===== src/pkg/iqtx_defs.svh =====
// Constants for the IQ antenna-carrier transmit port: widths, depths,
// status field positions and reset values.
// Assumes it is included by its bare name wherever these are needed.
`ifndef IQTX_DEFS_SVH
`define IQTX_DEFS_SVH

`define IQTX_DATA_W        32
`define IQTX_HALF_W        16
`define IQTX_FIFO_DEPTH    8
`define IQTX_CNT_W         4
`define IQTX_THR_W         4
`define IQTX_THR_RESET     4'h4

`define IQTX_STAT_W        3
`define IQTX_STAT_OVF_BIT  2
`define IQTX_STAT_UNF_BIT  1
`define IQTX_STAT_EN_BIT   0
`define IQTX_STAT_RESET    3'h0
`define IQTX_CTRL_RESET    1'h0

`define IQTX_SYNC_W        36

`endif


===== src/pkg/iqtx_pkg.sv =====
// Types shared by the IQ transmit port modules.
// Assumes iqtx_defs.svh is on the include path.
`include "iqtx_defs.svh"

package iqtx_pkg;

  typedef enum logic [1:0] {
    IQTX_MODE_FIFO,
    IQTX_MODE_SYNC_BUF,
    IQTX_MODE_INT_CLK
  } iqtx_mode_t;

  // Quadrature in the high half, in-phase in the low half
  typedef struct packed {
    logic [`IQTX_HALF_W-1:0] q;
    logic [`IQTX_HALF_W-1:0] i;
  } iqtx_sample_t;

  typedef struct packed {
    logic overflow;
    logic underflow;
    logic enabled;
  } iqtx_status_t;

  // Channel pins as they cross into the core clock domain
  typedef struct packed {
    logic         clk;
    logic         rst;
    logic         valid;
    logic         resync;
    iqtx_sample_t data;
  } iqtx_pins_t;

endpackage


===== src/rtl/iqtx_fifo.sv =====
// Synchronous FIFO with valid/ready on both sides, flush and fill count.
// Assumes one clock; a refused write or read leaves the contents intact.
`timescale 1ns/1ps
`default_nettype none

module iqtx_fifo #(
  parameter int WIDTH = 32,
  parameter int DEPTH = 8,
  parameter int CNT_W = 4
) (
  input  wire logic             mclk,      // core clock
  input  wire logic             reset,     // synchronous, active high
  input  wire logic             flush,     // empty the buffer
  input  wire logic             in_valid,  // write request
  output var  logic             in_ready,  // room for a word
  input  wire logic [WIDTH-1:0] in_data,   // word to write
  output var  logic             out_valid, // a word is waiting
  input  wire logic             out_ready, // consumer takes the word
  output var  logic [WIDTH-1:0] out_data,  // head word
  output var  logic [CNT_W-1:0] count      // words held
);

  localparam int PTR_W = $clog2(DEPTH);

  logic [WIDTH-1:0] mem [DEPTH];
  logic [PTR_W-1:0] wr_ptr_reg;
  logic [PTR_W-1:0] rd_ptr_reg;
  logic [CNT_W-1:0] count_reg;
  wire              push;
  wire              pop;

  function automatic logic [PTR_W-1:0] ptr_inc(input logic [PTR_W-1:0] p);
    ptr_inc = (p == PTR_W'(DEPTH - 1)) ? '0 : p + PTR_W'(1);
  endfunction

  assign in_ready  = (count_reg != CNT_W'(DEPTH));
  assign out_valid = (count_reg != '0);
  assign push      = in_valid & in_ready;
  assign pop       = out_valid & out_ready;
  assign out_data  = mem[rd_ptr_reg];
  assign count     = count_reg;

  always_ff @(posedge mclk) begin
    if (push) begin
      mem[wr_ptr_reg] <= in_data;
    end
  end

  always_ff @(posedge mclk) begin
    if (reset || flush) begin
      wr_ptr_reg <= '0;
      rd_ptr_reg <= '0;
      count_reg  <= '0;
    end else begin
      if (push) begin
        wr_ptr_reg <= ptr_inc(wr_ptr_reg);
      end
      if (pop) begin
        rd_ptr_reg <= ptr_inc(rd_ptr_reg);
      end
      count_reg <= count_reg + CNT_W'(push) - CNT_W'(pop);
    end
  end

endmodule

`default_nettype wire


===== src/rtl/iqtx_port.sv =====
// Transmit port of one antenna-carrier channel: takes IQ words from the
// application, buffers them and hands them to the core framing logic.
// Assumes the framing logic runs on mclk; the channel pins, clock included,
// are asynchronous and are sampled here, the channel clock much slower.
//
// Contract
// - Mode from build parameter and config input
// - Channel clock drives port; core clock internally
// - Valid sampled at edges, data at the edge after valid high
// - In-phase low half, quadrature high half
// - FIFO ready while fill below shared threshold
// - FIFO mode handshake_ready_delay is zero
// - Internal clock: ready one cycle early
// - Resync used in sync buffer mode only
// - Sticky overflow on write to full buffer
// - Sticky underflow on read from empty buffer
// - Enabled bit taken from control register
`timescale 1ns/1ps
`default_nettype none

module iqtx_port
  import iqtx_pkg::*;
#(
  parameter bit INT_CLK_BUILD = 1'b0
) (
  input  wire logic                     mclk,             // core clock, 100 MHz
  input  wire logic                     reset,            // synchronous, active high
  input  wire logic                     ch_clk,           // channel clock pin
  input  wire logic                     ch_reset,         // channel reset pin, active high
  input  wire logic                     ch_valid,         // write-valid from application
  input  wire logic [`IQTX_DATA_W-1:0]  ch_data,          // IQ word from application
  input  wire logic                     ch_resync,        // resynchronisation pin
  output var  logic                     ch_ready,         // buffer can take data
  input  wire logic                     cfg_sync_buffer,  // 1 selects synchronous buffer mode
  input  wire logic [`IQTX_THR_W-1:0]   ready_thr,        // shared ready threshold
  input  wire logic                     ctrl_enable,      // channel enable control bit
  input  wire logic                     status_clear,     // clears sticky error bits
  input  wire logic                     frame_rd_req,     // framing logic wants a word
  output var  logic [`IQTX_DATA_W-1:0]  frame_data,       // word for the frame
  output var  logic                     frame_data_valid, // frame_data updated this cycle
  output var  iqtx_status_t             status_data       // overflow, underflow, enabled
);

  // Mode selection and input path

  iqtx_mode_t   mode;
  iqtx_pins_t   pins_raw;
  iqtx_pins_t   pins_sync;
  iqtx_pins_t   pins;
  logic         clk_prev_reg;
  wire          int_clk;
  wire          ch_tick;
  wire          ch_rst;

  assign mode = INT_CLK_BUILD   ? IQTX_MODE_INT_CLK :
                cfg_sync_buffer ? IQTX_MODE_SYNC_BUF : IQTX_MODE_FIFO;
  assign int_clk = (mode == IQTX_MODE_INT_CLK);

  assign pins_raw.clk    = ch_clk;
  assign pins_raw.rst    = ch_reset;
  assign pins_raw.valid  = ch_valid;
  assign pins_raw.resync = ch_resync;
  assign pins_raw.data   = iqtx_sample_t'(ch_data);

  iqtx_sync #(
    .WIDTH (`IQTX_SYNC_W)
  ) u_pin_sync (
    .mclk     (mclk),
    .reset    (reset),
    .async_in (pins_raw),
    .sync_out (pins_sync)
  );

  always_ff @(posedge mclk) begin
    if (reset) begin
      clk_prev_reg <= 1'b0;
    end else begin
      clk_prev_reg <= pins_sync.clk;
    end
  end

  // channel clock edge or core clock
  assign pins    = int_clk ? pins_raw : pins_sync;
  assign ch_tick = int_clk ? 1'b1 : (pins_sync.clk & ~clk_prev_reg);

  // channel reset, unused when clocked internally
  assign ch_rst = ~int_clk & pins.rst;

  // Control register

  logic         tx_buffer_control_reg;

  always_ff @(posedge mclk) begin
    if (reset) begin
      tx_buffer_control_reg <= `IQTX_CTRL_RESET;
    end else begin
      tx_buffer_control_reg <= ctrl_enable;
    end
  end

  // Write side

  logic         pend_reg;
  wire          resync_hit;
  wire          wr_attempt;
  wire          flush;
  wire          fifo_in_ready;
  wire          ovf_event;

  // resync only counts in synchronous buffer mode
  assign resync_hit = ch_tick & pins.resync & (mode == IQTX_MODE_SYNC_BUF);

  // valid captured at a channel edge
  // resync and valid together: flush first, word lands after it
  always_ff @(posedge mclk) begin
    if (reset || ch_rst) begin
      pend_reg <= 1'b0;
    end else if (ch_tick) begin
      pend_reg <= pins.valid;
    end
  end

  // data taken one channel cycle after valid
  assign wr_attempt = ch_tick & pend_reg & tx_buffer_control_reg;

  // Disabling the channel drops what it held so stale samples never
  // reach a frame after re-enable
  assign flush = ch_rst | resync_hit | ~tx_buffer_control_reg;

  // overflow when the buffer refuses a word
  assign ovf_event = wr_attempt & ~fifo_in_ready;

  // Buffer

  logic [`IQTX_CNT_W-1:0]  fill;
  logic                    fifo_out_valid;
  logic [`IQTX_DATA_W-1:0] fifo_out_data;
  wire                     rd_take;
  wire                     unf_event;

  assign rd_take = frame_rd_req & tx_buffer_control_reg;

  iqtx_fifo #(
    .WIDTH (`IQTX_DATA_W),
    .DEPTH (`IQTX_FIFO_DEPTH),
    .CNT_W (`IQTX_CNT_W)
  ) u_buf (
    .mclk      (mclk),
    .reset     (reset),
    .flush     (flush),
    .in_valid  (wr_attempt),
    .in_ready  (fifo_in_ready),
    .in_data   (pins.data),
    .out_valid (fifo_out_valid),
    .out_ready (rd_take),
    .out_data  (fifo_out_data),
    .count     (fill)
  );

  // underflow on read of empty buffer
  assign unf_event = rd_take & ~fifo_out_valid;

  // Read side toward the framing logic

  always_ff @(posedge mclk) begin
    if (reset) begin
      frame_data       <= '0;
      frame_data_valid <= 1'b0;
    end else begin
      frame_data_valid <= rd_take & fifo_out_valid;
      if (rd_take && fifo_out_valid) begin
        frame_data <= fifo_out_data;
      end
    end
  end

  // Ready

  logic         ready_next;
  wire          below_thr;

  assign below_thr = (fill < ready_thr);

  // FIFO mode: a word sampled while ready is high is taken if ready_thr is below the depth
  // internal clock: the same flag, read one cycle ahead
  // ready held low in synchronous buffer mode
  always_comb begin
    ready_next = 1'b0;
    unique case (mode)
      IQTX_MODE_FIFO:     ready_next = below_thr & tx_buffer_control_reg & ~ch_rst;
      IQTX_MODE_INT_CLK:  ready_next = below_thr & tx_buffer_control_reg;
      IQTX_MODE_SYNC_BUF: ready_next = 1'b0;
    endcase
  end

  // application waits for ready before valid
  // application waits one cycle after ready
  always_ff @(posedge mclk) begin
    if (reset) begin
      ch_ready <= 1'b0;
    end else begin
      ch_ready <= ready_next;
    end
  end

  // Status register

  iqtx_status_t tx_buffer_status_reg;

  // sticky overflow, set wins over clear
  // sticky underflow, set wins over clear
  always_ff @(posedge mclk) begin
    if (reset) begin
      tx_buffer_status_reg <= `IQTX_STAT_RESET;
    end else begin
      tx_buffer_status_reg.overflow  <= ovf_event | (tx_buffer_status_reg.overflow & ~status_clear);
      tx_buffer_status_reg.underflow <= unf_event | (tx_buffer_status_reg.underflow & ~status_clear);
      tx_buffer_status_reg.enabled   <= tx_buffer_control_reg;
    end
  end

  assign status_data = tx_buffer_status_reg;

endmodule

`default_nettype wire


===== src/rtl/iqtx_sync.sv =====
// Two-flop synchroniser for a bundle of asynchronous levels.
// Assumes each bit is a level that stays put for several clock cycles.
`timescale 1ns/1ps
`default_nettype none

module iqtx_sync #(
  parameter int WIDTH = 1
) (
  input  wire logic             mclk,    // core clock
  input  wire logic             reset,   // synchronous, active high
  input  wire logic [WIDTH-1:0] async_in, // levels from outside
  output var  logic [WIDTH-1:0] sync_out  // resynchronised levels
);

  logic [WIDTH-1:0] meta_reg;

  // First stage feeds only the second stage
  always_ff @(posedge mclk) begin
    if (reset) begin
      meta_reg <= '0;
      sync_out <= '0;
    end else begin
      meta_reg <= async_in;
      sync_out <= meta_reg;
    end
  end

endmodule

`default_nettype wire


===== config.mk =====
export PLATFORM = sky130hd
export DESIGN_NAME = iqtx_port
export DESIGN_NICKNAME = d
export VERILOG_FILES = /design/src/pkg/iqtx_pkg.sv /design/src/rtl/iqtx_fifo.sv /design/src/rtl/iqtx_port.sv /design/src/rtl/iqtx_sync.sv
export VERILOG_INCLUDE_DIRS = /design/src /design/src/pkg
export SDC_FILE = /design/constraint.sdc
export NUM_CORES = 1
export LEC_CHECK = 0
export ABC_AREA = 1
export BUFFER_PORTS_ARGS = -buffer_cell sky130_fd_sc_hd__buf_2
export CAP_MARGIN = 10
export CORE_AREA = 2 2 158 160
export CTS_BUF_LIST = sky130_fd_sc_hd__clkbuf_2 sky130_fd_sc_hd__clkbuf_4 sky130_fd_sc_hd__clkbuf_8
export DETAILED_ROUTE_END_ITERATION = 6
export DIE_AREA = 0 0 160 162
export HOLD_SLACK_MARGIN = 0.12
export PLACE_DENSITY = 0.81
export SYNTH_ARGS = -nofsm -noshare
export SYNTH_HDL_FRONTEND = slang
export SYNTH_SLANG_ARGS = --single-unit

===== constraint.sdc =====
create_clock -name mclk -period 4.2 [get_ports mclk]
set_input_delay 0.21 -clock mclk [delete_from_list [all_inputs] [get_ports mclk]]
set_output_delay 0.21 -clock mclk [all_outputs]
set_load 0.02 [all_outputs]

==> flow_summary_export.csv, run 1 <==
group,metric,value,unit
global_route,antenna_found_initial,0,
yosys,synth-simple-area-share,16.81,%
worst_setup_path,rrSetupSlack,1550,ps
yosys,synthesis.area,15120,sq um
global_route,grt_pass1_vias,10230,
worst_hold_path,hold_depth,4,
sta,fin_crit,2650,ps
sta,relSlewSlack,28.61,%
final_layout,final_nets,1714,
global_route,overflow,0,
drt,avgViaCountPerCell,5.063,
sta,fin_worst_skew,16.03,ps
sta,report.final.slew_viol_count,0,
yosys,yosysWarnings,0,
job,cap_violations,0,
clock_tree,cts_setup_buffers,0,
worst_setup_path,crit_type,"flop to flop",
worst_hold_path,holdCritStartpoint,"ch_data[2]",
yosys,synth-edff-count,256,
yosys,synth-main-ff-cell,"edfxtp_1",
worst_hold_path,hp-class,"input port to flop",
placement,hpwlAfterDp,16300,um
clock_tree,cts.sinks,378,
final_layout,drive_gt1_share,14.33,%
global_route,grt_max_degree,89,
yosys,synthAdderAreaFrac,1.209,%
sta,grt_setup_unrepaired,"false",
clock_tree,clk_latency,580,ps
sta,timing.final.crit_share,63.10,%
clock_tree,cts_resized,0,
outcome,outcome,"completed",
clock_tree,max-clock-path-buffers,3,
worst_setup_path,path_max_fanout,14,
yosys,synthArstFlopShare,0,%
clock_tree,cts_tree,"done",
worst_setup_path,cp.required,4470,ps
worst_setup_path,critPathMaxStageDelay,910,ps
clock_tree,cts_buffers,58,
power_and_ir_drop,ir_drop,0.0003406,V
drt,drt_iter0_markers,962,
yosys,synth_cells,1506,
global_route,grt_use_total,24.65,%
drt,wl_per_cell,15.66,um
yosys,avgSynthCellArea,10.04,sq um
yosys,synth_seq_cells,378,
yosys,synth_compound_area_share,3.245,%
worst_setup_path,end_kind,"flop",
floorplan,ioPinCount,83,
yosys,synth_xor_area_share,0.05794,%
yosys,synth_top_family_by_area,"simple AND/OR/NAND/NOR gates",
power_and_ir_drop,power.density,419.4,nW/um^2
drt,num_vias,10260,
worst_setup_path,r2r_start,"clk_prev_reg$_SDFF_PP0_",
power_and_ir_drop,power.leakage,8.038,nW
final_layout,area_growth,16.38,%
drt,wl,31750,um
worst_setup_path,cp_slowest_cell,"nor3_2",
final_layout,largest_reg_flops,256,
placement,gp_congestion,0.8048,
floorplan,dieArea,25920,sq um
clock_tree,cts.root.buffer_cell,"clkbuf_8",
clock_tree,cts_max_level,2,
worst_setup_path,path_cells,"inv_1 > nand2_1 > nor3_2 > nand2_1 > nor3_2 > buf_4",
worst_setup_path,start_kind,"flop",
yosys,synthMuxAreaShare,0,%
clock_tree,clk_pin_slew_worst_paths,60,ps
drt,drtPass1Iterations,6,
floorplan,die_h,162,um
sta,setup_tns,0,ps
worst_hold_path,min_to,"u_pin_sync.meta_reg[2]$_SDFF_PP0_",
power_and_ir_drop,p_total,7.377,mW
sta,worst_pin_slew,1065,ps
worst_setup_path,critPathArrivalTime,2920,ps
floorplan,dieWidth,160,um
placement,port_buffers,82,
floorplan,fp-row-count,57,
floorplan,design.core.area,24110,sq um
sta,finalHoldViolations,0,
worst_setup_path,reg2reg_depth,6,
yosys,synth_nets,1566,
sta,setup_viol,0,
yosys,ys_seq_area_share,67.01,%
floorplan,initial_utilization,62.71,%
drt,ant_nets,0,
final_layout,diodes,0,
worst_setup_path,r2r-end,"u_buf.mem[5][4]$_DFFE_PP_",
drt,drcViolationCount,0,
global_route,grt_first_pass_wirelength,50440,um
sta,fmax,0.3773,GHz
yosys,ys_types,28,
-- synthesized netlist by cell type, types with 2 or more instances --
cell | instances | area share (%)
inv_2 | 5 | 0.12
clkbuf_1 | 14 | 0.35
nand3_1 | 196 | 6.5
nand4_1 | 2 | 0.083
buf_6 | 13 | 0.97
nand2_1 | 308 | 7.6
edfxtp_1 | 256 | 51
a21oi_2 | 20 | 1.2
o21ai_0 | 34 | 1.1
inv_1 | 356 | 8.8
dfxtp_1 | 122 | 16
nor2_1 | 85 | 2.1
buf_4 | 5 | 0.25
nor3_1 | 9 | 0.30
ha_1 | 13 | 1.1
a21oi_1 | 21 | 0.70
buf_1 | 11 | 0.27
buf_2 | 26 | 0.86
-- worst max-delay path, delay by kind of cell, from the launching register on --
kind	cells	cell delay, ps
and+or+nand+nor	4	1600
buffers and inverters	2	430
DFF	1	300
-- power breakdown --
part / total (mW) / internal, mW / leakage [nW] / switching, mW
registers: 4.02 / 3.99 / 3.35 / 0.0309
clock network: 3.23 / 1.86 / 0.685 / 1.37
logic: 0.130 / 0.0691 / 4.00 / 0.0611
total: 7.38 / 5.92 / 8.04 / 1.46
-- cell usage in the layout (no fill, tap or decap), drive strengths merged --
| cell | count |
|---|---|
| o211ai | 1 |
| clkbuf | 87 |
| a21oi | 41 |
| edfxtp | 256 |
| a31oi | 1 |
| bufinv | 3 |
| clkinvlp | 1 |
| nor3 | 10 |
| dlygate4sd3 | 57 |
| nand4 | 2 |
| nand2 | 309 |
| dfxtp | 122 |
| clkinv | 18 |
| inv | 361 |
| o21bai | 1 |
| o21ai | 35 |
| a21boi | 1 |
| ha | 13 |
| xnor2 | 1 |
| fa | 1 |
| nand3 | 196 |
| nor2 | 86 |
| buf | 100 |
-- cells by family (layout without fill, tap and decap cells) --
logic type | count (synthesis) | count (layout)
AOI/OAI and AO/OA | 80 | 80
and+or+nand+nor | 603 | 603
adders and majority gates | 14 | 14
buffers and inverters | 430 | 627
DFF | 378 | 378
xor gates and xnor gates | 1 | 1
-- layout make-up --
cell class,count,area (sq um)
inverters,361,1358
clock buffers,87,1097
well taps,324,405.4
fillers,1594,6514
multi-input cells,698,3263
flip-flops and latches,378,10140
repair buffers,157,1151
clock inverters,22,181.4
-- routing by layer --
metal	global-route usage (%)	up-vias	wire length [um]
li1	-	5011	-
met1	30.92	4737	12630
met3	5.133	58	2582
met5	0	-	0
met2	42.40	457	15930
met4	9.705	0	597
-- worst max-delay path by stage --
stage,startpoint,cells after the start,endpoint
after floorplan,u_buf.count[2]$_SDFF_PP0_,6,u_buf.mem[6][0]$_DFFE_PP_
after global placement,u_buf.count[2]$_SDFF_PP0_,6,u_buf.mem[5][10]$_DFFE_PP_
after detailed placement,u_buf.count[2]$_SDFF_PP0_,6,u_buf.mem[5][7]$_DFFE_PP_
after CTS,clk_prev_reg$_SDFF_PP0_,6,u_buf.mem[5][10]$_DFFE_PP_
after global routing,clk_prev_reg$_SDFF_PP0_,6,u_buf.mem[5][4]$_DFFE_PP_
final,clk_prev_reg$_SDFF_PP0_,6,u_buf.mem[5][4]$_DFFE_PP_
-- per-stage QoR --
step	hold WS (ps)	utilization, %	instances	area, sq um	setup WS, ps
after floorplan	317.0	-	1506	15120	618.9
after global placement	388.8	65.19	1860	15720	1724
after detailed placement	394.7	65.19	1860	15720	1601
after CTS	322.3	72.86	2026	17560	1586
after global routing	353.0	72.98	2027	17590	1437
final	362.4	72.98	2027	17590	1550
-- repair_timing --
item	in CTS	in global routing
hold buffers	57	0
setup endpoints to repair	0	0
hold endpoints to repair	64	0
Power figures use the tool's default switching activity.
==> run 2, diff against run 1 <==
==> constraint.sdc (replaced) <==
create_clock -name mclk -period 2.7 [get_ports mclk]
set_input_delay 0.135 -clock mclk [delete_from_list [all_inputs] [get_ports mclk]]
set_output_delay 0.135 -clock mclk [all_outputs]
set_load 0.02 [all_outputs]
==> flow_summary_export.csv, run 2 (same netlist as run 1, synthesis figures left out) <==
group,metric,value,unit
drt,drcViolationCount,0,
power_and_ir_drop,sw_frac_of_total,20.00,%
drt,avgViaCountPerCell,5.076,
placement,placed_cell_area,15810,sq um
clock_tree,cts_resized,0,
final_layout,fin_cells,2025,
power_and_ir_drop,seqPwrFrac,55.8,%
worst_setup_path,end_kind,"flop",
final_layout,nFillCells,1621,
floorplan,ioPinCount,83,
placement,dp_cells,1869,
sta,fin_crit,2304,ps
drt,ant_nets,0,
final_layout,area_growth,15.79,%
clock_tree,cts.root.buffer_cell,"clkbuf_8",
global_route,grt_max_degree,132,
global_route,grt-busiest-layer,"met2",
final_layout,final_area,17500,sq um
worst_setup_path,cp.required,3170,ps
clock_tree,clk_pin_slew_worst_paths,60,ps
power_and_ir_drop,power_frac_comb,1.7,%
sta,timing.final.crit_share,85.34,%
sta,relSlewSlack,23.19,%
worst_setup_path,r2r_start,"u_buf.count[2]$_SDFF_PP0_",
drt,wl,30860,um
worst_setup_path,reg2reg_depth,9,
sta,grt_setup_unrepaired,"false",
power_and_ir_drop,p_switching,2.243,mW
final_layout,multi_input_area,3263,sq um
sta,fmax,0.4340,GHz
final_layout,layout_commonest_cell,"inv_1",
sta,worst_pin_slew,1151,ps
placement,port_buffers,82,
power_and_ir_drop,cell_internal_pwr,8.975,mW
worst_setup_path,r2r-end,"u_buf.count[2]$_SDFF_PP0_",
worst_setup_path,crit_type,"flop to flop",
floorplan,initial_utilization,62.71,%
drt,drt_iter0_markers,857,
worst_hold_path,hp-class,"input port to flop",
global_route,grt_use_total,24.13,%
sta,finalHoldViolations,0,
power_and_ir_drop,power.density,641.0,nW/um^2
final_layout,diodes,0,
global_route,overflow,0,
final_layout,largest_reg_flops,256,
sta,fin_ws,395.8,ps
floorplan,dieArea,25920,sq um
worst_setup_path,critPathLaunch,"u_buf.count[2]$_SDFF_PP0_",
final_layout,final_cell_mix,"356 x inv_1, 308 x nand2_1, 256 x edfxtp_1, 196 x nand3_1, 119 x dfxtp_1",
sta,report.final.slew_viol_count,0,
worst_setup_path,crit_end,"u_buf.count[2]$_SDFF_PP0_",
worst_setup_path,path_max_fanout,12,
sta,holdWs,288.6,ps
drt,num_vias,10280,
power_and_ir_drop,power.leakage,8.004,nW
outcome,outcome,"completed",
worst_setup_path,start_kind,"flop",
floorplan,dieWidth,160,um
global_route,use_met3,4.622,%
power_and_ir_drop,clock_power_share,42.6,%
global_route,grt_first_pass_wirelength,49670,um
placement,dp_slack,442.2,ps
floorplan,design.core.area,24110,sq um
global_route,grt_util_met1,30.03,%
job,cap_violations,0,
sta,setup_tns,0,ps
final_layout,drive_gt1_share,14.70,%
global_route,antenna_found_initial,0,
worst_setup_path,rrSetupSlack,400,ps
global_route,grt_pass1_vias,10140,
clock_tree,cts_max_level,2,
placement,gp_congestion,0.8336,
worst_setup_path,critPathArrivalTime,2770,ps
power_and_ir_drop,ir_drop,0.0005420,V
floorplan,fp-row-count,57,
sta,setup_viol,0,
clock_tree,cts.sinks,378,
drt,drtPass1Iterations,5,
clock_tree,cts_tree,"done",
clock_tree,max-clock-path-buffers,3,
sta,fin_worst_skew,16.74,ps
placement,hpwlAfterDp,16770,um
final_layout,final_nets,1713,
power_and_ir_drop,p_total,11.22,mW
global_route,grtUsageMet2,42.70,%
clock_tree,cts_buffers,57,
floorplan,die_h,162,um
final_layout,seqCellArea,10140,sq um
final_layout,fin_util,72.60,%
clock_tree,clk_latency,590,ps
drt,wl_per_cell,15.24,um
-- run 2: cell types whose count changed in the layout (fill, tap and decap cells not counted) --
cell           before  now
dlygate4sd3_1      57   49
buf_4              17   24
clkbuf_4           16   23
clkbuf_8           71   67
clkinv_2           13    9
buf_12              1    3
bufinv_16           3    1
buf_16              1    0
clkinvlp_4          1    2
-- run 2: worst max-delay path, stage by stage (launching register included) --
cell and delay (ps):
dfxtp_1 320, inv_1 110, ha_1 170, nand3_1 110
nand2_1 430, inv_1 170, ha_1 270, fa_1 380
xnor2_1 170, nor2_1 70
-- run 2: what timing repair did --
item                                   CTS  global route
setup buffers                            0             0
endpoints found under the hold margin   56             0
hold buffers                            49             0
-- run 2: final cells by class --
class | instances | share of cell area (%)
Sequential cell | 378 | 57.91
Multi-Input combinational cell | 698 | 18.64
Inverter | 361 | 7.757
Timing Repair Buffer | 157 | 6.491
Clock buffer | 90 | 6.255
Tap cell | 324 | 2.316
Clock inverter | 17 | 0.6220
-- run 2: worst min path at each step --
stage | startpoint | to | slack (ps) | depth (start not counted)
floorplan | ctrl_enable | tx_buffer_control_reg$_SDFF_PP0_ | 240 | 2
global placement | ch_data[20] | u_pin_sync.meta_reg[20]$_SDFF_PP0_ | 330 | 3
global route | ch_data[11] | u_pin_sync.meta_reg[11]$_SDFF_PP0_ | 280 | 4
finish | ch_data[11] | u_pin_sync.meta_reg[11]$_SDFF_PP0_ | 290 | 4
detailed placement | ch_data[23] | u_pin_sync.meta_reg[23]$_SDFF_PP0_ | 340 | 3
CTS | ch_data[19] | u_pin_sync.meta_reg[19]$_SDFF_PP0_ | 250 | 4
-- run 2: power groups by stage --
| stage | combinational, mW | clock, mW | sequential, mW |
|---|---|---|---|
| floorplan | 0.0733 | 0 | 6.36 |
| global placement | 0.126 | 0 | 6.38 |
| detailed placement | 0.130 | 0 | 6.38 |
| CTS | 0.182 | 4.83 | 6.26 |
| global route | 0.210 | 5.10 | 6.26 |
| finish | 0.186 | 4.77 | 6.26 |
-- run 2: metal layers --
layer / part of all wire [%] / vias up
li1: - / 5008
met1: 39 / 4822
met2: 52 / 403
met3: 7.4 / 46
met4: 1.7 / 0
met5: 0 / -
